==> src/halfword_signed_load_store_consts.svh <==
// Constants for the halfword and signed load/store execution unit.
// Assumes an APB slave with a 12-bit byte address and 32-bit data.
// Operation
// - Execute only when the condition passes; otherwise change nothing.
// - Immediate offset is instruction bits 11..8 joined above bits 3..0.
// - Up bit set adds the offset to the base; clear subtracts it.
// - Pre-index uses the modified base as address; post uses the old base.
// - Pre-index writes back only with W set; post-index always writes back.
// - Sign clear with halfword set is an unsigned halfword load or store.
// - Sign set picks signed byte (H=0) or signed halfword (H=1) loads.
// - Signed byte goes to bits 7..0, bits 31..8 copy byte bit 7.
// - Signed halfword goes to bits 15..0, bits 31..16 copy bit 15.
// - Unsigned halfword goes to bits 15..0 with bits 31..16 cleared.
// - Lane placement follows the endianness control.
// - Little-endian byte offset 0 uses bits 7..0, higher offsets higher lanes.
// - Big-endian byte offset 0 uses bits 31..24, higher offsets lower lanes.
// - Little-endian halfword: address bit 1 low takes 15..0, high takes 31..16.
// - Big-endian halfword: address bit 1 low takes 31..16, high takes 15..0.
// - Address bit 0 high on halfwords gives an undefined result.
// - Halfword store drives source bits 15..0 on both bus halves.
// - Program counter as base reads as instruction address plus 8.
// - Program counter stored by a halfword store reads as address plus 12.
// - Memory abort rejects a transfer and the data abort trap is taken.
// - Loads take S, N, I; loads to PC add N, S; stores take two N.
`ifndef HALFWORD_SIGNED_LOAD_STORE_CONSTS_SVH
`define HALFWORD_SIGNED_LOAD_STORE_CONSTS_SVH
`define OFF_CTRL 12'h000
`define OFF_STATUS 12'h004
`define OFF_LAST_ADDR 12'h008
`define CTRL_RESET 1'b0
`define BIT_PRE 24
`define BIT_UP 23
`define BIT_IMM 22
`define BIT_WB 21
`define BIT_LOAD 20
`define BIT_SIGN 6
`define BIT_HALF 5
`define PC_INDEX 4'hF
`define PC_BASE_ADJ 32'h0000_0008
`define PC_STORE_ADJ 32'h0000_000C
`endif

==> src/halfword_signed_load_store_pkg.sv <==
// Types for the halfword and signed load/store execution unit.
// Assumes nothing of its surroundings.
package halfword_signed_load_store_pkg;
    typedef enum logic [2:0] {
        ST_IDLE = 3'b000,
        ST_CALC = 3'b001,
        ST_XFER = 3'b010,
        ST_INT = 3'b011,
        ST_FILL_N = 3'b100,
        ST_FILL_S = 3'b101
    } state_t;
    typedef enum logic [1:0] {
        CYC_I = 2'b00,
        CYC_S = 2'b01,
        CYC_N = 2'b10
    } cycle_t;
endpackage : halfword_signed_load_store_pkg

==> src/halfword_signed_load_store.sv <==
// Execution unit for halfword, signed byte and signed halfword transfers.
// Assumes the core presents register values with a one-cycle issue pulse and
// that the memory answers in the transfer cycle itself.
`timescale 1ns/1ps
`default_nettype none
`include "halfword_signed_load_store_consts.svh"
module halfword_signed_load_store (
    input wire logic clk,
    input wire logic reset,
    input wire logic psel,
    input wire logic penable,
    input wire logic pwrite,
    input wire logic [11:0] paddr,
    input wire logic [31:0] pwdata,
    output logic [31:0] prdata,
    output logic pready,
    output logic pslverr,
    input wire logic issue,
    input wire logic cond_pass,
    input wire logic [31:0] instr,
    input wire logic [31:0] instr_addr,
    input wire logic [31:0] base_value,
    input wire logic [31:0] index_value,
    input wire logic [31:0] src_value,
    output logic busy,
    output halfword_signed_load_store_pkg::cycle_t cycle_type,
    output logic mem_req,
    output logic mem_write,
    output logic [31:0] mem_addr,
    output logic [31:0] mem_wdata,
    input wire logic [31:0] mem_rdata,
    input wire logic mem_abort,
    output logic data_abort,
    output logic reg_we,
    output logic [3:0] reg_waddr,
    output logic [31:0] reg_wdata
);
    import halfword_signed_load_store_pkg::*;

    state_t state_reg;
    cycle_t cyc_reg;
    logic [31:0] instr_reg;
    logic [31:0] base_reg;
    logic [31:0] index_reg;
    logic [31:0] src_reg;
    logic [31:0] ld_reg;
    logic aborted_reg;
    logic endian_select_reg;
    logic abort_seen_reg;
    logic busy_reg;
    logic mem_req_reg;
    logic mem_write_reg;
    logic [31:0] mem_addr_reg;
    logic [31:0] mem_wdata_reg;
    logic data_abort_reg;
    logic reg_we_reg;
    logic [3:0] reg_waddr_reg;
    logic [31:0] reg_wdata_reg;
    logic [31:0] prdata_reg;
    logic pready_reg;
    logic pslverr_reg;

    // Decode of the latched instruction.
    wire pre = instr_reg[`BIT_PRE];
    wire up = instr_reg[`BIT_UP];
    wire is_load = instr_reg[`BIT_LOAD];
    wire sgn = instr_reg[`BIT_SIGN];
    wire half = instr_reg[`BIT_HALF];
    wire [3:0] base_register = instr_reg[19:16];
    wire [3:0] rd = instr_reg[15:12];
    wire [31:0] imm_off = {24'h0, instr_reg[11:8], instr_reg[3:0]};
    wire [31:0] offset = instr_reg[`BIT_IMM] ? imm_off : index_reg;
    wire [31:0] mod_base = up ? base_reg + offset : base_reg - offset;
    wire [31:0] xfer_addr = pre ? mod_base : base_reg;
    // Post-indexed forms always write back; W only matters when pre-indexed.
    wire writeback = !pre || instr_reg[`BIT_WB];
    wire to_pc = rd == `PC_INDEX;

    // Issue: S=0,H=0 is not a transfer of this class and is ignored.
    wire form_ok = instr[`BIT_SIGN] || instr[`BIT_HALF];
    wire accept = issue && state_reg == ST_IDLE && cond_pass && form_ok;
    wire [31:0] base_in = (instr[19:16] == `PC_INDEX) ? instr_addr + `PC_BASE_ADJ : base_value;
    wire [31:0] src_in = (instr[15:12] == `PC_INDEX) ? instr_addr + `PC_STORE_ADJ : src_value;

    // Lane selection. Address bit 0 is not masked: a misaligned halfword
    // simply returns whatever the selected lane holds.
    wire [1:0] byte_sel = endian_select_reg ? ~mem_addr_reg[1:0] : mem_addr_reg[1:0];
    wire [7:0] lane_byte = mem_rdata[{byte_sel, 3'b000} +: 8];
    wire hi_half = mem_addr_reg[1] ^ endian_select_reg;
    wire [15:0] lane_half = hi_half ? mem_rdata[31:16] : mem_rdata[15:0];
    wire [31:0] sext_byte = {{24{lane_byte[7]}}, lane_byte};
    wire [31:0] sext_half = {{16{lane_half[15]}}, lane_half};
    wire [31:0] zext_half = {16'h0000, lane_half};
    wire [31:0] load_value = sgn ? (half ? sext_half : sext_byte) : zext_half;

    // Next-state and cycle-type selection.
    state_t state_next;
    cycle_t cyc_next;
    always_comb begin
        state_next = state_reg;
        case (state_reg)
            ST_IDLE: state_next = accept ? ST_CALC : ST_IDLE;
            ST_CALC: state_next = ST_XFER;
            ST_XFER: state_next = is_load ? ST_INT : ST_IDLE;
            ST_INT: state_next = (to_pc && !aborted_reg) ? ST_FILL_N : ST_IDLE;
            ST_FILL_N: state_next = ST_FILL_S;
            ST_FILL_S: state_next = ST_IDLE;
            default: state_next = ST_IDLE;
        endcase
    end
    wire is_load_next = accept ? instr[`BIT_LOAD] : is_load;
    always_comb begin
        case (state_next)
            ST_CALC: cyc_next = is_load_next ? CYC_S : CYC_N;
            ST_XFER: cyc_next = CYC_N;
            ST_INT: cyc_next = CYC_I;
            ST_FILL_N: cyc_next = CYC_N;
            ST_FILL_S: cyc_next = CYC_S;
            default: cyc_next = CYC_I;
        endcase
    end

    always_ff @(posedge clk or posedge reset) begin
        if (reset) begin
            state_reg <= ST_IDLE;
            cyc_reg <= CYC_I;
            busy_reg <= 1'b0;
        end else begin
            state_reg <= state_next;
            cyc_reg <= cyc_next;
            busy_reg <= state_next != ST_IDLE;
        end
    end

    // Operands are captured once so the core may move on after issue.
    always_ff @(posedge clk or posedge reset) begin
        if (reset) begin
            instr_reg <= 32'h0000_0000;
            base_reg <= 32'h0000_0000;
            index_reg <= 32'h0000_0000;
            src_reg <= 32'h0000_0000;
        end else if (accept) begin
            instr_reg <= instr;
            base_reg <= base_in;
            index_reg <= index_value;
            src_reg <= src_in;
        end
    end

    // Memory request stands for exactly the transfer cycle.
    wire go_xfer = state_reg == ST_CALC;
    wire in_xfer = state_reg == ST_XFER;
    always_ff @(posedge clk or posedge reset) begin
        if (reset) begin
            mem_req_reg <= 1'b0;
            mem_write_reg <= 1'b0;
            mem_addr_reg <= 32'h0000_0000;
            mem_wdata_reg <= 32'h0000_0000;
        end else begin
            mem_req_reg <= go_xfer;
            mem_write_reg <= go_xfer && !is_load;
            if (go_xfer) begin
                mem_addr_reg <= xfer_addr;
                mem_wdata_reg <= {src_reg[15:0], src_reg[15:0]};
            end
        end
    end

    // An abort cancels the base update and the destination load so the
    // instruction can be restarted from its original state.
    always_ff @(posedge clk or posedge reset) begin
        if (reset) begin
            ld_reg <= 32'h0000_0000;
            aborted_reg <= 1'b0;
            data_abort_reg <= 1'b0;
        end else begin
            data_abort_reg <= in_xfer && mem_abort;
            if (in_xfer) begin
                ld_reg <= load_value;
                aborted_reg <= mem_abort;
            end
        end
    end

    // Single register write port: base in the I cycle, destination after.
    wire wb_now = in_xfer && writeback && !mem_abort;
    wire dest_now = state_reg == ST_INT && !aborted_reg;
    always_ff @(posedge clk or posedge reset) begin
        if (reset) begin
            reg_we_reg <= 1'b0;
            reg_waddr_reg <= 4'h0;
            reg_wdata_reg <= 32'h0000_0000;
        end else begin
            reg_we_reg <= wb_now || dest_now;
            if (wb_now) begin
                reg_waddr_reg <= base_register;
                reg_wdata_reg <= mod_base;
            end else if (dest_now) begin
                reg_waddr_reg <= rd;
                reg_wdata_reg <= ld_reg;
            end
        end
    end

    // APB slave: one wait-free access phase, error on unmapped offsets.
    wire hit_ctrl = paddr == `OFF_CTRL;
    wire hit_status = paddr == `OFF_STATUS;
    wire hit_last = paddr == `OFF_LAST_ADDR;
    wire hit = hit_ctrl || hit_status || hit_last;
    wire setup = psel && !penable;
    wire wr_take = psel && penable && pready_reg && pwrite;
    wire [31:0] rd_mux = hit_ctrl ? {31'h0, endian_select_reg} :
                         hit_status ? {30'h0, abort_seen_reg, busy_reg} :
                         hit_last ? mem_addr_reg : 32'h0000_0000;
    always_ff @(posedge clk or posedge reset) begin
        if (reset) begin
            pready_reg <= 1'b0;
            pslverr_reg <= 1'b0;
            prdata_reg <= 32'h0000_0000;
        end else begin
            pready_reg <= setup;
            pslverr_reg <= setup && !hit;
            prdata_reg <= setup ? rd_mux : 32'h0000_0000;
        end
    end
    always_ff @(posedge clk or posedge reset) begin
        if (reset) begin
            endian_select_reg <= `CTRL_RESET;
            abort_seen_reg <= 1'b0;
        end else begin
            if (wr_take && hit_ctrl)
                endian_select_reg <= pwdata[0];
            // A new abort wins over a write-one-to-clear in the same cycle.
            if (in_xfer && mem_abort)
                abort_seen_reg <= 1'b1;
            else if (wr_take && hit_status && pwdata[1])
                abort_seen_reg <= 1'b0;
        end
    end

    assign prdata = prdata_reg;
    assign pready = pready_reg;
    assign pslverr = pslverr_reg;
    assign busy = busy_reg;
    assign cycle_type = cyc_reg;
    assign mem_req = mem_req_reg;
    assign mem_write = mem_write_reg;
    assign mem_addr = mem_addr_reg;
    assign mem_wdata = mem_wdata_reg;
    assign data_abort = data_abort_reg;
    assign reg_we = reg_we_reg;
    assign reg_waddr = reg_waddr_reg;
    assign reg_wdata = reg_wdata_reg;

    property p_cond_skip;
        @(posedge clk) disable iff (reset)
        state_reg == ST_IDLE && issue && !cond_pass |=> state_reg == ST_IDLE && !mem_req_reg;
    endproperty
    a_cond_skip: assert property (p_cond_skip) else $error("Failed condition still ran");

    property p_addr;
        @(posedge clk) disable iff (reset)
        go_xfer |=> mem_addr_reg == (pre ? (up ? base_reg + offset : base_reg - offset) : base_reg);
    endproperty
    a_addr: assert property (p_addr) else $error("Transfer address wrong");

    property p_wb;
        @(posedge clk) disable iff (reset)
        in_xfer && !pre && !mem_abort |=> reg_we_reg && reg_waddr_reg == base_register;
    endproperty
    a_wb: assert property (p_wb) else $error("Post-index writeback missing");

    property p_store_rep;
        @(posedge clk) disable iff (reset)
        mem_req_reg && mem_write_reg |-> mem_wdata_reg[31:16] == mem_wdata_reg[15:0];
    endproperty
    a_store_rep: assert property (p_store_rep) else $error("Store halves differ");

    property p_sbyte;
        @(posedge clk) disable iff (reset)
        state_reg == ST_INT && !aborted_reg && sgn && !half |=>
            reg_we_reg && reg_wdata_reg[31:8] == {24{reg_wdata_reg[7]}};
    endproperty
    a_sbyte: assert property (p_sbyte) else $error("Byte sign extension wrong");

    property p_shalf;
        @(posedge clk) disable iff (reset)
        state_reg == ST_INT && !aborted_reg && sgn && half |=>
            reg_wdata_reg[31:16] == {16{reg_wdata_reg[15]}};
    endproperty
    a_shalf: assert property (p_shalf) else $error("Halfword sign extension wrong");

    property p_uhalf;
        @(posedge clk) disable iff (reset)
        state_reg == ST_INT && !aborted_reg && !sgn |=> reg_wdata_reg[31:16] == 16'h0000;
    endproperty
    a_uhalf: assert property (p_uhalf) else $error("Unsigned top not cleared");

    property p_abort;
        @(posedge clk) disable iff (reset)
        in_xfer && mem_abort |=> data_abort_reg && !reg_we_reg ##1 !reg_we_reg;
    endproperty
    a_abort: assert property (p_abort) else $error("Abort did not cancel writes");

    property p_load_cycles;
        @(posedge clk) disable iff (reset)
        go_xfer && is_load |-> cyc_reg == CYC_S ##1 cyc_reg == CYC_N ##1 cyc_reg == CYC_I;
    endproperty
    a_load_cycles: assert property (p_load_cycles) else $error("Load cycle types wrong");

    property p_store_cycles;
        @(posedge clk) disable iff (reset)
        go_xfer && !is_load |-> cyc_reg == CYC_N ##1 cyc_reg == CYC_N ##1 state_reg == ST_IDLE;
    endproperty
    a_store_cycles: assert property (p_store_cycles) else $error("Store cycle types wrong");

    property p_imm_off;
        @(posedge clk) disable iff (reset)
        go_xfer && pre && up && instr_reg[`BIT_IMM] |=>
            mem_addr_reg == base_reg + {24'h00_0000, instr_reg[11:8], instr_reg[3:0]};
    endproperty
    a_imm_off: assert property (p_imm_off) else $error("Immediate offset wrong");

    property p_sub;
        @(posedge clk) disable iff (reset)
        go_xfer && pre && !up |=> mem_addr_reg + offset == base_reg;
    endproperty
    a_sub: assert property (p_sub) else $error("Down offset not subtracted");

    property p_pre_no_wb;
        @(posedge clk) disable iff (reset)
        in_xfer && pre && !instr_reg[`BIT_WB] |=> !reg_we_reg;
    endproperty
    a_pre_no_wb: assert property (p_pre_no_wb) else $error("Base written without writeback");

    property p_form;
        @(posedge clk) disable iff (reset)
        state_reg == ST_IDLE && issue && !instr[`BIT_SIGN] && !instr[`BIT_HALF] |=> state_reg == ST_IDLE;
    endproperty
    a_form: assert property (p_form) else $error("Foreign form was executed");

    property p_byte_lane;
        @(posedge clk) disable iff (reset)
        in_xfer && sgn && !half |=> ld_reg[7:0] == 8'($past(mem_rdata) >>
            (($past(endian_select_reg) ? 2'h3 - mem_addr_reg[1:0] : mem_addr_reg[1:0]) * 5'h08));
    endproperty
    a_byte_lane: assert property (p_byte_lane) else $error("Byte lane wrong");

    property p_half_lane;
        @(posedge clk) disable iff (reset)
        in_xfer && half |=> ld_reg[15:0] == ((mem_addr_reg[1] == $past(endian_select_reg)) ?
            $past(mem_rdata[15:0]) : $past(mem_rdata[31:16]));
    endproperty
    a_half_lane: assert property (p_half_lane) else $error("Halfword lane wrong");

    property p_pc_base;
        @(posedge clk) disable iff (reset)
        accept && instr[19:16] == `PC_INDEX |=> base_reg == $past(instr_addr) + `PC_BASE_ADJ;
    endproperty
    a_pc_base: assert property (p_pc_base) else $error("Program counter base wrong");

    property p_pc_store;
        @(posedge clk) disable iff (reset)
        accept && instr[15:12] == `PC_INDEX && !instr[`BIT_LOAD] |=>
            ##1 mem_wdata_reg[15:0] == 16'($past(instr_addr, 2) + `PC_STORE_ADJ);
    endproperty
    a_pc_store: assert property (p_pc_store) else $error("Stored program counter wrong");

    property p_pc_cycles;
        @(posedge clk) disable iff (reset)
        state_reg == ST_INT && to_pc && !aborted_reg |=>
            cyc_reg == CYC_N ##1 cyc_reg == CYC_S ##1 state_reg == ST_IDLE;
    endproperty
    a_pc_cycles: assert property (p_pc_cycles) else $error("Refill cycle types wrong");

    property p_abort_only;
        @(posedge clk) disable iff (reset)
        !(in_xfer && mem_abort) |=> !data_abort_reg;
    endproperty
    a_abort_only: assert property (p_abort_only) else $error("Trap without abort");
endmodule : halfword_signed_load_store
`default_nettype wire

==> config.mk <==
export PLATFORM = sky130hd
export DESIGN_NAME = halfword_signed_load_store
export DESIGN_NICKNAME = d
export VERILOG_FILES = /design/src/halfword_signed_load_store_pkg.sv /design/src/halfword_signed_load_store.sv
export VERILOG_INCLUDE_DIRS = /design/src
export SDC_FILE = /design/constraint.sdc
export NUM_CORES = 1
export LEC_CHECK = 0
export ABC_AREA = 1
export BUFFER_PORTS_ARGS = -buffer_cell sky130_fd_sc_hd__buf_4
export CELL_PAD_IN_SITES_DETAIL_PLACEMENT = 1
export CELL_PAD_IN_SITES_GLOBAL_PLACEMENT = 1
export CORE_MARGIN = 2
export CORE_UTILIZATION = 41
export CTS_CLUSTER_SIZE = 28
export DETAILED_ROUTE_END_ITERATION = 7
export PLACE_DENSITY = 0.9
export SYNTH_ARGS = -nofsm -noshare
export SYNTH_HDL_FRONTEND = slang
export SYNTH_SLANG_ARGS = --single-unit
==> constraint.sdc <==
create_clock -name clk -period 21.7 [get_ports clk]
set_input_delay 4.34 -clock clk [delete_from_list [all_inputs] [get_ports clk]]
set_output_delay 4.34 -clock clk [all_outputs]
set_load 0.05 [all_outputs]
Yosys cells after proc, flatten, opt, wreduce, memory -nomap -nowiden
Index checks and enable logic that the tools add are counted.

Output and inout port bits: 141. Logic and storage cells: 102. Bits in registers: 284.

Reduce and logical (&&, ||, !) cells: 34. Bitwise gates (word level): 2. Shift operators: 1. Eq/ne operators: 13. Multiplexer cells: 26. Add/sub/neg operators: 4.

Operator list (number): 32-bit two-way mux (12); 32-bit adder (1); 32-bit by 4-bit adder with 32-bit output (second input constant) (1); 16-bit two-way mux (2); 32-bit by 6-bit indexed part select with 8-bit output (1); 32-bit subtractor (1); 1-bit logical AND (17); 16-bit by 4-bit adder with 16-bit output (second input constant) (1); 3-bit one-hot mux with 5 select lines (1); 12-bit by 3-bit equality test with 1-bit output (second input constant) (1); 12-bit by 4-bit equality test with 1-bit output (second input constant) (1); 4-bit equality test (second input constant) (3); 12-bit zero test (1); 3-bit by 2-bit equality test with 1-bit output (second input constant) (3); 3-bit equality test (second input constant) (3); 4-bit two-way mux (2); 3-bit by 1-bit equality test with 1-bit output (second input constant) (2); 1-bit zero test (6); 2-bit two-way mux (3); 2-bit one-hot mux with 3 select lines (1); 1-bit logical OR (5); 1-bit two-way mux (4); 2-bit nonzero test (2); 3-bit zero test (1); 5 further kinds (5).

Logic depth before layout (Yosys ltp)
Depth after elaboration: 9. Depth in mapped cells: 30. Mapped depth without buffers: 29.

Least setup slack after synthesis
OpenSTA, ideal clock, no wires.

Path kind: input to register. From: input port instr_addr[3]. To: register base_reg[27]. Arrival time: 5546 ps. Data required time: 21584 ps. Path slack: 16038 ps. Buffers on the path: 0. Cell stages on the path: 12. Path through: ha_1 -> nand3_1 -> nor2_1 -> inv_1 -> nor2_2 -> nand4_1 -> nor2_1 -> nand2_1 -> xor2_1 -> nand2_1 -> nand2_1 -> nand2_1.

Cells in the longest elaborated chain, start to end: 2.

RTL lines: start, declared (line halfword_signed_load_store.sv:21) `input wire logic [31:0] instr_addr,`; 32-bit by 4-bit adder with 32-bit output (no line); 32-bit two-way mux (line halfword_signed_load_store.sv:82) `` wire [31:0] base_in = (instr[19:16] == `PC_INDEX) ? instr_addr + `PC_BASE_ADJ : base_value; ``; end signal, assigned (line halfword_signed_load_store.sv:144) `base_reg <= base_in;`; end, declared (line halfword_signed_load_store.sv:43) `logic [31:0] base_reg;`.

No other way between the ends. A chain may end at the register's enable or synchronous reset.

Worst setup path after layout
From: input port instr[6]. To: register base_reg[25].

Cells in the longest elaborated chain, start to end: 2.

RTL lines: start, declared (line halfword_signed_load_store.sv:20) `input wire logic [31:0] instr,`; 1-bit logical OR (line halfword_signed_load_store.sv:80) `` wire form_ok = instr[`BIT_SIGN] || instr[`BIT_HALF]; ``; 1-bit logical AND (line halfword_signed_load_store.sv:81) `wire accept = issue && state_reg == ST_IDLE && cond_pass && form_ok;`.

No other way between the ends.

==> run metrics <==
layout overhead on the synthesized area 24.9%; ys async rst share 100%; nature of the critical path startpoint primary input; WL per Instance 19.4 microns; crit-path max FO 102; largest cells by area after synthesis dfrtp_1, nand2_1, nor2_1, inv_1, o21ai_0; final hold vios 0; setup bufs post-CTS 0; Die Area 0.0374 sq mm; cell taking the most area after synthesis dfrtp_1; status finished, final reports clean; Die Y between 150 and 200 microns; DR vias 14800; FF-to-FF path depth 23; dpl hpwl 42600 microns; VDD IR max roughly 0.094 mV; Die Width 193 microns; drt drc 0; row count between 60 and 70; Yosys reg bits 251; top_reg_cell synth dfrtp_1; overflow left after global routing 0; WS Path Type in -> reg; register area share after synthesis about 43%; Clock Latency Late Sink 0.56 ns; H-tree depth 1; Worst path max stage delay 0.80 ns; WP data arrival ~6.7 ns; share of the synthesized area in the top cell type 42.7%; Yosys cell types 50; hold depth 1; maxcap violations 0; EDFF count, synth 0; Cells after Synth 2039; Setup Skew 0.0249 ns; DRT iter0 DRCs ~950; vias in the first global route about 16000; TNS Setup 0 ns; number of port buffers between 300 and 400; Starting Density 41.5%; total CTS buffers 28; CTS Hold Bufs 0; CP Cell Sequence buf_4, inv_1, a21oi_1, nand2_2, buf_4, clkinv_2, buf_4, o211ai_1, o21ai_0; filler instances 4553; Antenna Nets Post-Route 0; share of cells above drive strength 1 18.6%; minimum clock period after layout 6.29 ns; flop-to-flop setup slack approximately 17 ns; vias per cell around 5.3; # setup viols final 0; Hold Path Origin instr_reg[20]$_DFFE_PP0P_; pin count of the biggest net entering global routing roughly 120; Root Buffer clkbuf_16; Fmax approximately 160 MHz; RSZ-0062 raised after global routing no; mapped cell area about 0.015 sq mm; Clk pin slew, worst setup/hold paths 0.06 ns; cts repair resizes 0; Hold EP mem_write$_DFF_PP0_; Pleak 9.64 nW; Reg2Reg Launch Point instr_reg[22]$_DFFE_PP0P_; Crit path top cell by count buf_4; initial antenna violation count 1; first-pass GRT wire length 86600 microns; GPL Wtd Cong 0.938; drt first pass iters 5; Pwr Density 194 mW/mm^2; post-synth net total 2324; worst min path class reg -> reg; final WL 54400 microns; IO Pins 385; Clock Sinks around 250; Yosys warnings 0; nets 2608; CP max stage cell buf_4; worst endpoint required time 22.15 ns; Tightest Pin Transition approximately 1.1 ns; period utilisation layout between 20 and 30%; count of final max-slew check failures 0; Core ar. 0.0355 sq mm; total track usage 28.8%; worst r2r dst mem_addr[28]$_DFFE_PP0P_; CTS tree yes; CTS max path bufs 3; Slew headroom 26.4%; CP Capture Type flop; Syn Area/Cell between 7 and 8 sq um; total power 3.56 mW
==> per-stage QoR <==
| step | util, % | setup slack, ns | hold WS, ns | cells | instance area [sq um] |
|---|---|---|---|---|---|
| 2_1_floorplan | - | 10.46 | 0.427 | 2039 | 14700 |
| 6_report | 51.8 | 15.41 | 0.461 | 2801 | 18400 |
| 3_5_place_dp | 49.2 | 14.80 | 0.458 | 2754 | 17500 |
| 5_1_grt | 51.8 | 15.10 | 0.491 | 2801 | 18400 |
| 3_3_place_gp | 49.2 | 14.88 | 0.450 | 2754 | 17500 |
| 4_1_cts | 51.8 | 15.39 | 0.466 | 2800 | 18400 |
==> power breakdown <==
part / switching, mW / internal (mW)
combinational: 1.58 / 0.690
clock: 0.197 / 0.280
sequential: 0.156 / 0.659
==> synth_stat cells (4+ instances only) <==
cell type and n:
xor2_1 37, o21ai_1 5, nand3_1 89, o221ai_1 8, nor2_2 5, nor2_1 209, nor3_1 37, o21a_1 6
inv_1 206, xnor2_1 19, o31ai_1 4, buf_4 16, or2_2 7, mux2i_1 5, buf_1 10, a21oi_1 88
ha_1 40, inv_2 5, o21ai_0 125, dfrtp_1 251, clkbuf_1 55, o21bai_1 12, o22ai_1 20, nand2_1 690
buf_2 5, nand2_2 11, nand4_1 20, o211ai_1 19
==> worst max-delay path, delay by kind of cell <==
| family | cells | cell delay, ns |
|---|---|---|
| AO/OA/AOI/OAI | 3 | 0.76 |
| buffers and inverters | 5 | 1.47 |
| AND/OR/NAND/NOR | 1 | 0.09 |
==> placed cells by master, fill, tap and decap left out, types with 2 or more instances in the layout <==
cell / Yosys / final
nand2_1: 690 / 689
buf_4: 16 / 343
dfrtp_1: 251 / 251
nor2_1: 209 / 209
inv_1: 206 / 204
o21ai_0: 125 / 125
nand3_1: 89 / 89
a21oi_1: 88 / 88
ha_1: 40 / 40
xor2_1: 37 / 37
nor3_1: 37 / 36
clkbuf_16: 0 / 28
o22ai_1: 20 / 20
nand4_1: 20 / 20
xnor2_1: 19 / 19
o211ai_1: 19 / 19
nand2_2: 11 / 12
o21bai_1: 12 / 12
o221ai_1: 8 / 8
clkinv_2: 0 / 7
or2_2: 7 / 7
o21a_1: 6 / 6
inv_2: 5 / 5
mux2i_1: 5 / 5
o21ai_1: 5 / 5
nor2_2: 5 / 5
o31ai_1: 4 / 4
clkinv_1: 3 / 3
nor2_4: 3 / 3
nand2_4: 3 / 3
a22oi_1: 3 / 3
bufinv_16: 0 / 3
clkbuf_8: 0 / 3
clkbuf_1: 55 / 3
a31oi_1: 2 / 2
o21ai_2: 2 / 2
nor4_1: 2 / 2
clkinvlp_4: 0 / 2
==> area by class of cell <==
cell class              instances  area (sq um)  area share, %
repair buffers                343          2570           14.0
well taps                     461           577           3.14
clock buffers                  34           753           4.10
diodes                          1          2.50         0.0136
inverters                     214           812           4.42
clock inverters                12           151          0.824
multi-input cells            1485          7230           39.3
flip-flops and latches        251          6280           34.2
==> how the worst max path moves through the flow <==
stage	from	endpoint	cells after the start
2_1_floorplan	reset	abort_seen_reg$_DFFE_PP0P_	1
3_3_place_gp	reset	prdata[25]$_DFF_PP0_	4
3_5_place_dp	reset	prdata[25]$_DFF_PP0_	4
4_1_cts	reset	prdata[25]$_DFF_PP0_	4
5_1_grt	reset	prdata[27]$_DFF_PP0_	4
6_report	instr[6]	base_reg[25]$_DFFE_PP0P_	9
==> cell families (layout without fill, tap and decap cells) <==
| kind of cell | count (synthesis) | count (layout) | share of synthesized area, % |
|---|---|---|---|
| buf+inv | 303 | 603 | 8.33 |
| fa+ha+maj | 41 | 41 | 3.54 |
| flops | 251 | 251 | 42.7 |
| xor+xnor | 57 | 57 | 3.44 |
| compound gates | 298 | 298 | 11.5 |
| mux | 6 | 6 | 0.417 |
| simple gates | 1083 | 1083 | 30.0 |
| other cells | 0 | 1 | 0 |
==> layer usage <==
layer / share of wire, % / routed length [microns] / track usage [%] / vias up
met5: 0 / 0 / 0 / -
met4: 2.7 / 1460 / 7.77 / 0
met3: 5.1 / 2790 / 3.64 / 97
met2: 47 / 25800 / 47.9 / 461
met1: 45 / 24300 / 39.6 / 7249
li1: - / - / - / 7042
(Power assumes the default switching activity.)
